### config.mk
export PLATFORM = sky130hd
export DESIGN_NAME = dccd_bank
export DESIGN_NICKNAME = d
export VERILOG_FILES = /design/src/rtl/dccd_pkg.sv /design/src/rtl/dccd_clamp_if.sv /design/src/rtl/dccd_clamp.sv /design/src/rtl/dccd_bank.sv
export VERILOG_INCLUDE_DIRS = /design/src /design/src/rtl
export SDC_FILE = /design/constraint.sdc
export NUM_CORES = 1
export LEC_CHECK = 0
export ABC_AREA = 0
export BUFFER_PORTS_ARGS = -buffer_cell sky130_fd_sc_hd__buf_4
export CAP_MARGIN = 25
export CORE_AREA = 2 2 165 167
export CTS_BUF_LIST = sky130_fd_sc_hd__clkbuf_8
export CTS_CLUSTER_SIZE = 24
export DETAILED_ROUTE_END_ITERATION = 7
export DIE_AREA = 0 0 167 169
export GPL_ROUTABILITY_DRIVEN = 0
export PLACE_DENSITY = 0.57
export SYNTH_ARGS = -nofsm -noshare
export SYNTH_HDL_FRONTEND = slang
export SYNTH_HIERARCHICAL = 1
export SYNTH_SLANG_ARGS = --single-unit
### constraint.sdc
create_clock -name hclk -period 3.2 [get_ports hclk]
set_clock_uncertainty 0.15 [all_clocks]
set_input_delay 0.32 -clock hclk [delete_from_list [all_inputs] [get_ports hclk]]
set_output_delay 0.32 -clock hclk [all_outputs]
set_load 0.02 [all_outputs]
### src/rtl/dccd_cfg.svh
/*
 Register map constants for the DAC clamp and diagnostic configuration bank.
 Assumes inclusion by bare name from the design files.
*/
`ifndef DCCD_CFG_SVH
`define DCCD_CFG_SVH

// Byte addresses printed are not all word aligned: indices, byte address = 4 * index
`define DCCD_IDX_FB_COEF 32'h40000030
`define DCCD_IDX_NORM_LOW 32'h40000032
`define DCCD_IDX_NORM_HIGH 32'h40000034
`define DCCD_IDX_CLAMP_LOW 32'h40000036
`define DCCD_IDX_CLAMP_HIGH 32'h40000038
`define DCCD_IDX_DIAG_EN 32'h4000003A
// Word offsets (low 8 address bits of 4 * index), plus own registers
`define DCCD_OFF_FB_COEF 8'hC0
`define DCCD_OFF_NORM_LOW 8'hC8
`define DCCD_OFF_NORM_HIGH 8'hD0
`define DCCD_OFF_CLAMP_LOW 8'hD8
`define DCCD_OFF_CLAMP_HIGH 8'hE0
`define DCCD_OFF_DIAG_EN 8'hE8
`define DCCD_OFF_FF2_COEF 8'h00
`define DCCD_OFF_CTRL 8'h04
`define DCCD_OFF_FAULT 8'h08
`define DCCD_OFF_STATUS 8'h0C
`define DCCD_OFF_MASK 8'h10
`define DCCD_OFF_DAC_OUT 8'h14
// Field positions
`define DCCD_CTRL_GLOBAL_DIAG 2
`define DCCD_DIAG_P_IN_OV 0
`define DCCD_DIAG_P_IN_UV 1
`define DCCD_DIAG_T_IN_OV 2
`define DCCD_DIAG_P_AMP_OV 4
`define DCCD_DIAG_P_AMP_UV 5
`define DCCD_DIAG_T_AMP_OV 6
`define DCCD_DIAG_T_AMP_UV 7
`define DCCD_ST_LOW 0
`define DCCD_ST_HIGH 1
`define DCCD_ST_FAULT 2
// Reset values
`define DCCD_RST_16 16'h0000
`define DCCD_RST_12 12'h000
`define DCCD_RST_8 8'h00

`endif

### src/rtl/dccd_pkg.sv
/*
 Types shared by the clamp bank modules.
 Assumes nothing beyond a SystemVerilog compiler.
*/
package dccd_pkg;
	typedef logic [11:0] dccd_code_t;
	typedef enum logic [1:0] {DCCD_PASS, DCCD_LOW, DCCD_HIGH, DCCD_FAULT} dccd_sel_t;
endpackage

### src/rtl/dccd_clamp_if.sv
/*
 Interface between the register bank and the clamp stage.
 Assumes both ends share hclk.
*/
`timescale 1ns/10ps
interface dccd_clamp_if;
	dccd_pkg::dccd_code_t norm_low;
	dccd_pkg::dccd_code_t norm_high;
	dccd_pkg::dccd_code_t clamp_low;
	dccd_pkg::dccd_code_t clamp_high;
	logic [7:0] fault_msb;
	logic fault_sel;
	dccd_pkg::dccd_code_t raw_code;
	dccd_pkg::dccd_code_t out_code;
	dccd_pkg::dccd_sel_t sel;
	modport bank (output norm_low, output norm_high, output clamp_low, output clamp_high,
		output fault_msb, output fault_sel, output raw_code,
		input out_code, input sel);
	modport clamp (input norm_low, input norm_high, input clamp_low, input clamp_high,
		input fault_msb, input fault_sel, input raw_code,
		output out_code, output sel);
endinterface

### src/rtl/dccd_clamp.sv
/*
 Combinational clamp stage: picks fault, low clamp, high clamp or pass.
 Assumes the register bank drives thresholds and samples the result.
*/
`timescale 1ns/10ps
module dccd_clamp (
	dccd_clamp_if.clamp cif
);
	wire below_w;
	wire above_w;
	wire [15:0] fault_w;

	// Fault value keeps its low byte at zero, only the top of a 12-bit code survives
	assign fault_w = {cif.fault_msb, 8'h00};
	assign below_w = cif.raw_code < cif.norm_low;
	assign above_w = cif.raw_code > cif.norm_high;

	// Fault first, then low, then high; inside the range the code passes
	assign cif.sel = cif.fault_sel ? dccd_pkg::DCCD_FAULT :
		below_w ? dccd_pkg::DCCD_LOW :
		above_w ? dccd_pkg::DCCD_HIGH : dccd_pkg::DCCD_PASS;
	assign cif.out_code = cif.fault_sel ? fault_w[15:4] :
		below_w ? cif.clamp_low :
		above_w ? cif.clamp_high :
		cif.raw_code;
endmodule

### src/rtl/dccd_bank.sv
/*
 AHB-Lite register bank for the output clamp, filter coefficients and
 diagnostic enables, with a registered DAC code and a level interrupt.
 Assumes a single AHB-Lite master, word transfers only, and that the
 raw DAC code and fault flags come from logic on hclk.
*/
`timescale 1ns/10ps
`include "dccd_cfg.svh"

// How it works
// - Code below normal low threshold is replaced by the low clamp value.
// - Code above normal high threshold is replaced by the high clamp value.
// - Twelve-bit read/write low clamp value, reset zero.
// - Twelve-bit read/write high clamp value, reset zero.
// - Twelve-bit read/write normal low and high thresholds.
// - Global_diag_on bits 0,1 gate pressure input over/under checks; reset zero.
// - Global_diag_on bit 2 gates temperature input over check; reset zero.
// - Global_diag_on bits 4,5 gate pressure amp over/under checks.
// - Global_diag_on bits 6,7 gate temperature amp over/under checks.
// - Sixteen-bit read/write filter feedback coefficient, reset zero.
// - Sixteen-bit read/write second feed-forward coefficient, reset zero.
// - Global diagnostics bit gates every front-end check.
// - Detected fault with diagnostics on drives the fault value to DAC.
module dccd_bank (
	input wire logic hclk,
	input wire logic hresetn,
	input wire logic hsel,
	input wire logic [31:0] haddr,
	input wire logic [1:0] htrans,
	input wire logic hwrite,
	input wire logic [2:0] hsize,
	input wire logic [31:0] hwdata,
	input wire logic hready,
	output logic [31:0] hrdata,
	output logic hreadyout,
	output logic hresp,
	input wire logic [11:0] raw_dac_code,
	input wire logic [6:0] fault_raw,
	output logic [11:0] dac_code,
	output logic [15:0] lowpass_feedback_coef,
	output logic [15:0] lowpass_second_ff_coef,
	output logic [6:0] diag_check_en,
	output logic irq
);
	dccd_clamp_if cif ();

	logic [15:0] fb_q;
	logic [15:0] ff2_q;
	logic [11:0] nlow_q;
	logic [11:0] nhigh_q;
	logic [11:0] clow_q;
	logic [11:0] chigh_q;
	logic [7:0] diag_q;
	logic global_q;
	logic [7:0] fault_msb_q;
	logic [2:0] status_q;
	logic [2:0] mask_q;
	logic [11:0] dac_q;
	logic wr_pend_q;
	logic [7:0] wr_off_q;
	logic [31:0] rdata_q;

	wire addr_ok_w;
	wire [7:0] off_w;
	wire wr_go_w;
	wire rd_go_w;
	wire [6:0] chk_en_w;
	wire fault_w;
	wire [2:0] event_w;
	wire [2:0] st_clr_w;
	wire [31:0] rd_mux_w;

	// Only valid NONSEQ/SEQ transfers are decoded
	function automatic logic hit(input logic [7:0] off, input logic [7:0] want);
		hit = (off == want);
	endfunction

	assign off_w = haddr[7:0];
	assign addr_ok_w = hsel && hready && htrans[1];
	assign wr_go_w = addr_ok_w && hwrite;
	assign rd_go_w = addr_ok_w && !hwrite;

	// Bus always answers in zero wait states, OKAY
	assign hreadyout = 1'b1;
	assign hresp = 1'b0;
	assign hrdata = rdata_q;

	// Per-check enables, each gated by the global bit; diag_q bit 3 feeds no check
	assign chk_en_w[0] = global_q && diag_q[`DCCD_DIAG_P_IN_OV];
	assign chk_en_w[1] = global_q && diag_q[`DCCD_DIAG_P_IN_UV];
	assign chk_en_w[2] = global_q && diag_q[`DCCD_DIAG_T_IN_OV];
	assign chk_en_w[3] = global_q && diag_q[`DCCD_DIAG_P_AMP_OV];
	assign chk_en_w[4] = global_q && diag_q[`DCCD_DIAG_P_AMP_UV];
	assign chk_en_w[5] = global_q && diag_q[`DCCD_DIAG_T_AMP_OV];
	assign chk_en_w[6] = global_q && diag_q[`DCCD_DIAG_T_AMP_UV];
	assign diag_check_en = chk_en_w;
	assign fault_w = |(fault_raw & chk_en_w);

	// Clamp stage hookup
	assign cif.norm_low = nlow_q;
	assign cif.norm_high = nhigh_q;
	assign cif.clamp_low = clow_q;
	assign cif.clamp_high = chigh_q;
	assign cif.fault_msb = fault_msb_q;
	assign cif.fault_sel = fault_w;
	assign cif.raw_code = raw_dac_code;

	dccd_clamp u_clamp (
		.cif(cif.clamp)
	);

	// Events: low clamp, high clamp, fault substitution
	assign event_w[`DCCD_ST_LOW] = (cif.sel == dccd_pkg::DCCD_LOW);
	assign event_w[`DCCD_ST_HIGH] = (cif.sel == dccd_pkg::DCCD_HIGH);
	assign event_w[`DCCD_ST_FAULT] = (cif.sel == dccd_pkg::DCCD_FAULT);
	assign st_clr_w = (wr_pend_q && hit(wr_off_q, `DCCD_OFF_STATUS)) ? hwdata[2:0] : 3'h0;

	// Read mux, reserved bits read as zero, unmapped reads zero
	assign rd_mux_w =
		hit(off_w, `DCCD_OFF_FB_COEF) ? {16'h0000, fb_q} :
		hit(off_w, `DCCD_OFF_NORM_LOW) ? {20'h00000, nlow_q} :
		hit(off_w, `DCCD_OFF_NORM_HIGH) ? {20'h00000, nhigh_q} :
		hit(off_w, `DCCD_OFF_CLAMP_LOW) ? {20'h00000, clow_q} :
		hit(off_w, `DCCD_OFF_CLAMP_HIGH) ? {20'h00000, chigh_q} :
		hit(off_w, `DCCD_OFF_DIAG_EN) ? {24'h000000, diag_q} :
		hit(off_w, `DCCD_OFF_FF2_COEF) ? {16'h0000, ff2_q} :
		hit(off_w, `DCCD_OFF_CTRL) ? {29'h00000000, global_q, 2'h0} :
		hit(off_w, `DCCD_OFF_FAULT) ? {16'h0000, fault_msb_q, 8'h00} :
		hit(off_w, `DCCD_OFF_STATUS) ? {29'h00000000, status_q} :
		hit(off_w, `DCCD_OFF_MASK) ? {29'h00000000, mask_q} :
		hit(off_w, `DCCD_OFF_DAC_OUT) ? {20'h00000, dac_q} : 32'h00000000;

	// Address phase capture; write data lands one cycle later
	always_ff @(posedge hclk or negedge hresetn) begin
		if (!hresetn) begin
			wr_pend_q <= 1'b0;
			wr_off_q <= 8'h00;
			rdata_q <= 32'h00000000;
		end else begin
			wr_pend_q <= wr_go_w;
			wr_off_q <= off_w;
			if (rd_go_w) begin
				rdata_q <= rd_mux_w;
			end
		end
	end

	// Coefficient and threshold writes, narrow fields take the low bits
	always_ff @(posedge hclk or negedge hresetn) begin
		if (!hresetn) begin
			fb_q <= `DCCD_RST_16;
			ff2_q <= `DCCD_RST_16;
			nlow_q <= `DCCD_RST_12;
			nhigh_q <= `DCCD_RST_12;
			clow_q <= `DCCD_RST_12;
			chigh_q <= `DCCD_RST_12;
		end else if (wr_pend_q) begin
			if (hit(wr_off_q, `DCCD_OFF_FB_COEF)) fb_q <= hwdata[15:0];
			if (hit(wr_off_q, `DCCD_OFF_FF2_COEF)) ff2_q <= hwdata[15:0];
			if (hit(wr_off_q, `DCCD_OFF_NORM_LOW)) nlow_q <= hwdata[11:0];
			if (hit(wr_off_q, `DCCD_OFF_NORM_HIGH)) nhigh_q <= hwdata[11:0];
			if (hit(wr_off_q, `DCCD_OFF_CLAMP_LOW)) clow_q <= hwdata[11:0];
			if (hit(wr_off_q, `DCCD_OFF_CLAMP_HIGH)) chigh_q <= hwdata[11:0];
		end
	end

	// Control, diag enables, fault value and mask
	always_ff @(posedge hclk or negedge hresetn) begin
		if (!hresetn) begin
			diag_q <= `DCCD_RST_8;
			global_q <= 1'b0;
			fault_msb_q <= `DCCD_RST_8;
			mask_q <= 3'h0;
		end else if (wr_pend_q) begin
			if (hit(wr_off_q, `DCCD_OFF_DIAG_EN)) diag_q <= hwdata[7:0];
			if (hit(wr_off_q, `DCCD_OFF_CTRL)) global_q <= hwdata[`DCCD_CTRL_GLOBAL_DIAG];
			if (hit(wr_off_q, `DCCD_OFF_FAULT)) fault_msb_q <= hwdata[15:8];
			if (hit(wr_off_q, `DCCD_OFF_MASK)) mask_q <= hwdata[2:0];
		end
	end

	// Sticky status: a new event wins over a same-cycle clear
	always_ff @(posedge hclk or negedge hresetn) begin
		if (!hresetn) begin
			status_q <= 3'h0;
		end else begin
			status_q <= (status_q & ~st_clr_w) | event_w;
		end
	end

	// DAC code registered so the output stays glitch free
	always_ff @(posedge hclk or negedge hresetn) begin
		if (!hresetn) begin
			dac_q <= `DCCD_RST_12;
		end else begin
			dac_q <= cif.out_code;
		end
	end

	assign dac_code = dac_q;
	assign lowpass_feedback_coef = fb_q;
	assign lowpass_second_ff_coef = ff2_q;
	assign irq = |(status_q & mask_q);
endmodule

After elaboration in Yosys (flattened, before gate mapping)
Index checks and enable logic that the tools add are counted.
{ "totals": {"ff_bits": 156, "in_bits": 93, "output_inout_bits": 86, "elab_cells": 92} }
{ "op_classes": {"n_lt_le_gt_ge": 2, "n_eq_ne": 24, "mux": 19, "bitwise_logic": 5, "n_reduce_logical": 27} }
{ "op_table": {"columns": ["op", "n"], "rows": [
  ["two-way mux 16 bit", 9],
  ["== test 8 bit (second input constant)", 12],
  ["two-way mux 12 bit", 6],
  ["== test 8 x 4 -> 1 bit (second input constant)", 4],
  ["== test 8 x 5 -> 1 bit (second input constant)", 3],
  ["AND reduction 2 bit", 10],
  ["== test 8 x 3 -> 1 bit (second input constant)", 2],
  ["zero test 8 bit", 2],
  ["greater-than comparator 12 bit", 1],
  ["logical AND 1 bit", 12],
  ["less-than comparator 12 bit", 1],
  ["AND 7 bit", 1],
  ["OR reduction 7 bit", 1],
  ["AND 3 bit", 2],
  ["two-way mux 2 bit", 3],
  ["== test 2 bit (second input constant)", 2],
  ["two-way mux 3 bit", 1],
  ["inverter 3 bit", 1],
  ["OR 3 bit", 1],
  ["OR reduction 3 bit", 1],
  ["== test 2 x 1 -> 1 bit (second input constant)", 1],
  ["zero test 1 bit", 1]
]} }

Depth between registers and ports, before layout
{ "depth": {"ltp_word": 13, "depth_mapped": 12, "ltp_nobuf": 9} }

Hierarchy
The synthesis kept the hierarchy.
{ "by_module_without_submodules": {"columns": ["module", "instances", "cells_per_inst", "area_each_um2", "seq_area_each_um2"], "rows": [
  ["dccd_bank", 1, 553, 6582.6, 3503.4],
  ["dccd_clamp", 1, 182, 1223.7, 0.0]
]} }

Worst setup path after synthesis
OpenSTA, ideal clock, no wires.
{ "synth_timing": {"kind": "register to register", "start": "register nlow_q[7] (netlist: cif.norm_low[7])", "end": "register status_q[1]", "setup_ns": 0.121, "t_arrival_ns": 2.222, "required_time_ns": 2.929, "path_slack_ns": 0.707, "stages_incl_launch_ff": 12, "n_path_buf": 3, "synth_period_minus_slack_ns": 2.493, "path_cell_list": "dfrtp_1 -> inv_1 -> ha_1 -> a21oi_2 -> o21ai_1 -> a221o_1 -> buf_6 -> or2_1 -> buf_6 -> buf_6 -> a31o_1 -> a22o_1"} }
{ "synth_between": {"elab_chain_len": 5} }
{ "synth_lines": {"columns": ["item", "line", "rtl"], "rows": [
  ["start: declaration", "dccd_bank.sv:49", "logic [11:0] nlow_q;"],
  ["start signal: assignment", "dccd_bank.sv:153", "nlow_q <= `DCCD_RST_12;"],
  ["start signal: assignment", "dccd_bank.sv:160", "if (hit(wr_off_q, `DCCD_OFF_NORM_LOW)) nlow_q <= hwdata[11:0];"],
  ["less-than comparator 12 bit", "dccd_clamp.sv:15", "assign below_w = cif.raw_code < cif.norm_low;"],
  ["two-way mux 2 bit", "dccd_clamp.sv:20", "below_w ? dccd_pkg::DCCD_LOW :"],
  ["two-way mux 2 bit", "dccd_clamp.sv:19", "assign cif.sel = cif.fault_sel ? dccd_pkg::DCCD_FAULT :"],
  ["via cif.sel[1]", "dccd_clamp_if.sv:15", "dccd_pkg::dccd_sel_t sel;"],
  ["== test 2 bit", "dccd_bank.sv:114", "assign event_w[`DCCD_ST_HIGH] = (cif.sel == dccd_pkg::DCCD_HIGH);"],
  ["OR 3 bit", "dccd_bank.sv:187", "status_q <= (status_q & ~st_clr_w) | event_w;"],
  ["end signal: assignment", "dccd_bank.sv:187", null],
  ["end: declaration", "dccd_bank.sv:56", "logic [2:0] status_q;"]
]} }
The timed path passes the listed nets, and every way through them passes these cells.
A chain may end at the register's enable or synchronous reset.

Final worst setup path
{ "layout_timing": {"start": "input haddr[4]", "end": "register rdata_q[10] (netlist: hrdata[10])"} }
{ "layout_between": {"elab_chain_len": 13, "elab_cells_between_ends": 24, "cone_classes": "11 x eq/ne; 12 x mux; 1 x reduce/logical"} }
{ "layout_lines": {"columns": ["item", "line", "rtl"], "rows": [
  ["start: declaration", "dccd_bank.sv:28", "input wire logic [31:0] haddr,"],
  ["== test 8 x 5 -> 1 bit", "dccd_bank.sv:75", "hit = (off == want);"],
  ["two-way mux 12 bit", "dccd_bank.sv:131", "hit(off_w, `DCCD_OFF_DAC_OUT) ? {20'h00000, dac_q} : 32'h00000000;"],
  ["two-way mux 12 bit", "dccd_bank.sv:130", "hit(off_w, `DCCD_OFF_MASK) ? {29'h00000000, mask_q} :"],
  ["two-way mux 12 bit", "dccd_bank.sv:129", "hit(off_w, `DCCD_OFF_STATUS) ? {29'h00000000, status_q} :"],
  ["two-way mux 16 bit", "dccd_bank.sv:128", "hit(off_w, `DCCD_OFF_FAULT) ? {16'h0000, fault_msb_q, 8'h00} :"],
  ["two-way mux 16 bit", "dccd_bank.sv:127", "hit(off_w, `DCCD_OFF_CTRL) ? {29'h00000000, global_q, 2'h0} :"],
  ["two-way mux 16 bit", "dccd_bank.sv:126", "hit(off_w, `DCCD_OFF_FF2_COEF) ? {16'h0000, ff2_q} :"],
  ["two-way mux 16 bit", "dccd_bank.sv:125", "hit(off_w, `DCCD_OFF_DIAG_EN) ? {24'h000000, diag_q} :"],
  ["two-way mux 16 bit", "dccd_bank.sv:124", "hit(off_w, `DCCD_OFF_CLAMP_HIGH) ? {20'h00000, chigh_q} :"],
  ["two-way mux 16 bit", "dccd_bank.sv:123", "hit(off_w, `DCCD_OFF_CLAMP_LOW) ? {20'h00000, clow_q} :"],
  ["two-way mux 16 bit", "dccd_bank.sv:122", "hit(off_w, `DCCD_OFF_NORM_HIGH) ? {20'h00000, nhigh_q} :"],
  ["two-way mux 16 bit", "dccd_bank.sv:121", "hit(off_w, `DCCD_OFF_NORM_LOW) ? {20'h00000, nlow_q} :"],
  ["two-way mux 16 bit (*)", "dccd_bank.sv:120", "hit(off_w, `DCCD_OFF_FB_COEF) ? {16'h0000, fb_q} :"],
  ["end signal: assignment", "dccd_bank.sv:143", "rdata_q <= rd_mux_w;"],
  ["end: declaration", "dccd_bank.sv:61", "logic [31:0] rdata_q;"]
]} }
Mark *: on every way between the ends. The rest lies on a longest branch, timed or not.

==> run metrics <==
synthesized cell area approximately 8000 µm²; initial antenna violation count 0; Distinct cells, synth 65; CTS tree done; Placed Area 9030 µm²; final hold violations 0; Design Area, Final between 9000 and 10,000 µm²; Antenna Violating Nets Remaining 0; Post-synth EDFFs 0; Setup Buffers After CTS 0; clk slew on worst S/H paths roughly 90 ps; H-Tree Depth 4; register area share after synthesis 0.449; Max-Cap Viols 0; crit path DAT between 2000 and 3000 ps; Overall Global Routing Usage 0.183; CP Capture Type register; drt initial violations just under 600; Post-CTS Hold Buffers 17; Critical Path RT 3430 ps; final setup violation count 0; CTS buffer count 17; first-pass GRT wire length 39,400 µm; CTS sink cnt 140; Pint 2.97 mW; Max-slew headroom 0.420; FF+latch count, synth between 100 and 150; CTS max path bufs 2; Vias between 6,000 and 7,000; Slew Limit Fails 0; RSZ-0062 raised after global routing false; Flop pwr share 0.464; Hold Crit Class in -> reg; WL final between 20,000 and 30,000 µm; Reg2Reg Setup Slack roughly 670 ps; die height between 150 and 200 µm; area grow syn2layout 23.7%; cts repair resizes 0; initial cell density of the core 0.295; Tcrit/Tclk final 0.827; Cells after Synth around 740; crit path time final 2650 ps; f_max ~380 MHz; Ports roughly 180; Leak Pwr around 4.3 nW; clock insertion delay at the later pin of the skew report approximately 460 ps; Switch Pwr 1.18 mW; worst vdd ir between 0.2 and 0.3 mV; Avg Inst Size Synth 10.6 µm²; Remaining DRCs 0; top_reg_cell synth dfrtp_1; commonest non-fill, non-tap cells in the layout dfrtp_1, buf_4, mux2_2, nand2_1, a21oi_1; Final #Nets a little under 1,000; Die Width 167 µm; Startpoint Class primary input; largest fanout on the critical path 28; Synth Warn # 6; Detailed Place HPWL between 15,000 and 20,000 µm; outcome completed; final total power between 4 and 5 mW; Cell Rows 60; largest net degree at the start of global routing between 70 and 80; Clock Tree Root clkbuf_8; fraction of layout cells with a size suffix above 1 0.344; Core ar. about 27,000 µm²; Final TNS setup 0 ps; Least-Margin Pin Slew roughly 860 ps; input/output buffers 116; Crit Path Class in -> reg; DR pass1 iterations 5; # fillers 2,631; vias in the first global route 6,464; Congestion Overflow GR 0; combinational share of power 0.149; Clock power frac 0.387; DR WL/cell ~21 µm; Pwr Density 430 nW/µm²; Switching Fraction 0.284; asr flop ratio synth 1.00; antenna diode count 0; Vias/cell between 5 and 6; Total Die Area roughly 28,000 µm²
==> layer usage <==
layer	wire [µm]	GRT usage	vias to the layer above
li1	-	-	2948
met1	11600	0.250	3253
met2	11600	0.282	254
met3	1760	0.0463	44
met4	760	0.0652	0
met5	0	0	-
==> registers in the layout, indices dropped and copies added (netlist names), 12 cells and up <==
signal / count
cif.norm_low: 12
dac_code: 12
cif.norm_high: 12
lowpass_second_ff_coef: 16
hrdata: 16
cif.clamp_low: 12
lowpass_feedback_coef: 16
chigh_q: 12
==> cells in the mapped netlist, drive strengths merged (6+ instances only) <==
cell type  number  area, µm²
mux2          101       1140
nand3          12       60.1
or3             8       50.1
a22oi           6       45.0
and2            8       50.1
nor4            6       50.0
nand2          51        191
ha             23        288
o21ai          34        170
clkbuf         23       86.3
o2bb2ai        13        114
o211ai         11        123
buf            38        273
nor3           24        125
dfrtp         140       3500
and3           13       81.3
nor2           32        128
inv            30        113
a21oi          46        234
nand4          13       81.3
mux2i          11        110
a211oi         10       80.1
==> layout make-up <==
class | instances | area [µm²] | area share
multi-input cells | 520 | 3910 | 0.405
clock buffers | 18 | 248 | 0.0257
repair buffers | 160 | 1260 | 0.131
flip-flops and latches | 140 | 3500 | 0.363
inverters | 30 | 113 | 0.0117
well taps | 341 | 427 | 0.0442
clock inverters | 14 | 193 | 0.0200
==> kinds of logic after synthesis <==
group | synth area share
compound gates | 0.157
simple gates | 0.137
fa+ha+maj | 0.0369
flops | 0.449
mux | 0.160
buf+inv | 0.0604
other cells | 0.000962
==> worst paths after layout <==
check                            startpoint                   endpoint  cells past startpoint
setup / recovery                   haddr[4]                 hrdata[10]                      8
hold / removal                    hwdata[9]  lowpass_second_ff_coef[9]                      2
setup reg to reg           cif.norm_low[11]                status_q[1]                      7
hold reg to reg                  hrdata[12]                 hrdata[12]                      2
max in group asynchronous           hresetn           cif.fault_msb[1]                      3
min in group asynchronous           hresetn           cif.norm_high[3]                      2
==> per-stage QoR <==
| stage | worst slack (ps) | hold slack (ps) | util | cells |
|---|---|---|---|---|
| CTS | 573 | 5.86 | 0.364 | 1222 |
| floorplan | 707 | -126 | - | 751 |
| global placement | 663 | 269 | 0.341 | 1173 |
| detailed placement | 654 | 268 | 0.341 | 1173 |
| global route | 437 | 1.17 | 0.364 | 1223 |
| finish | 553 | 15.9 | 0.364 | 1223 |
==> critical path, stage by stage <==
cell and delay, ps:
dlygate4sd3_1 550, buf_4 330, nor4b_1 520, and4b_1 520, buf_4 230, o2bb2ai_1 130, nor4_1 70, nor3_1 200
==> power groups by stage <==
stage | clock network, mW | logic (mW) | registers, mW
3_5_place_dp | 0 | 0.600 | 1.96
5_1_grt | 1.73 | 0.669 | 1.93
2_1_floorplan | 0 | 0.281 | 1.99
3_3_place_gp | 0 | 0.593 | 1.96
4_1_cts | 1.63 | 0.618 | 1.93
6_report | 1.61 | 0.616 | 1.93
(Power assumes the default switching activity.)
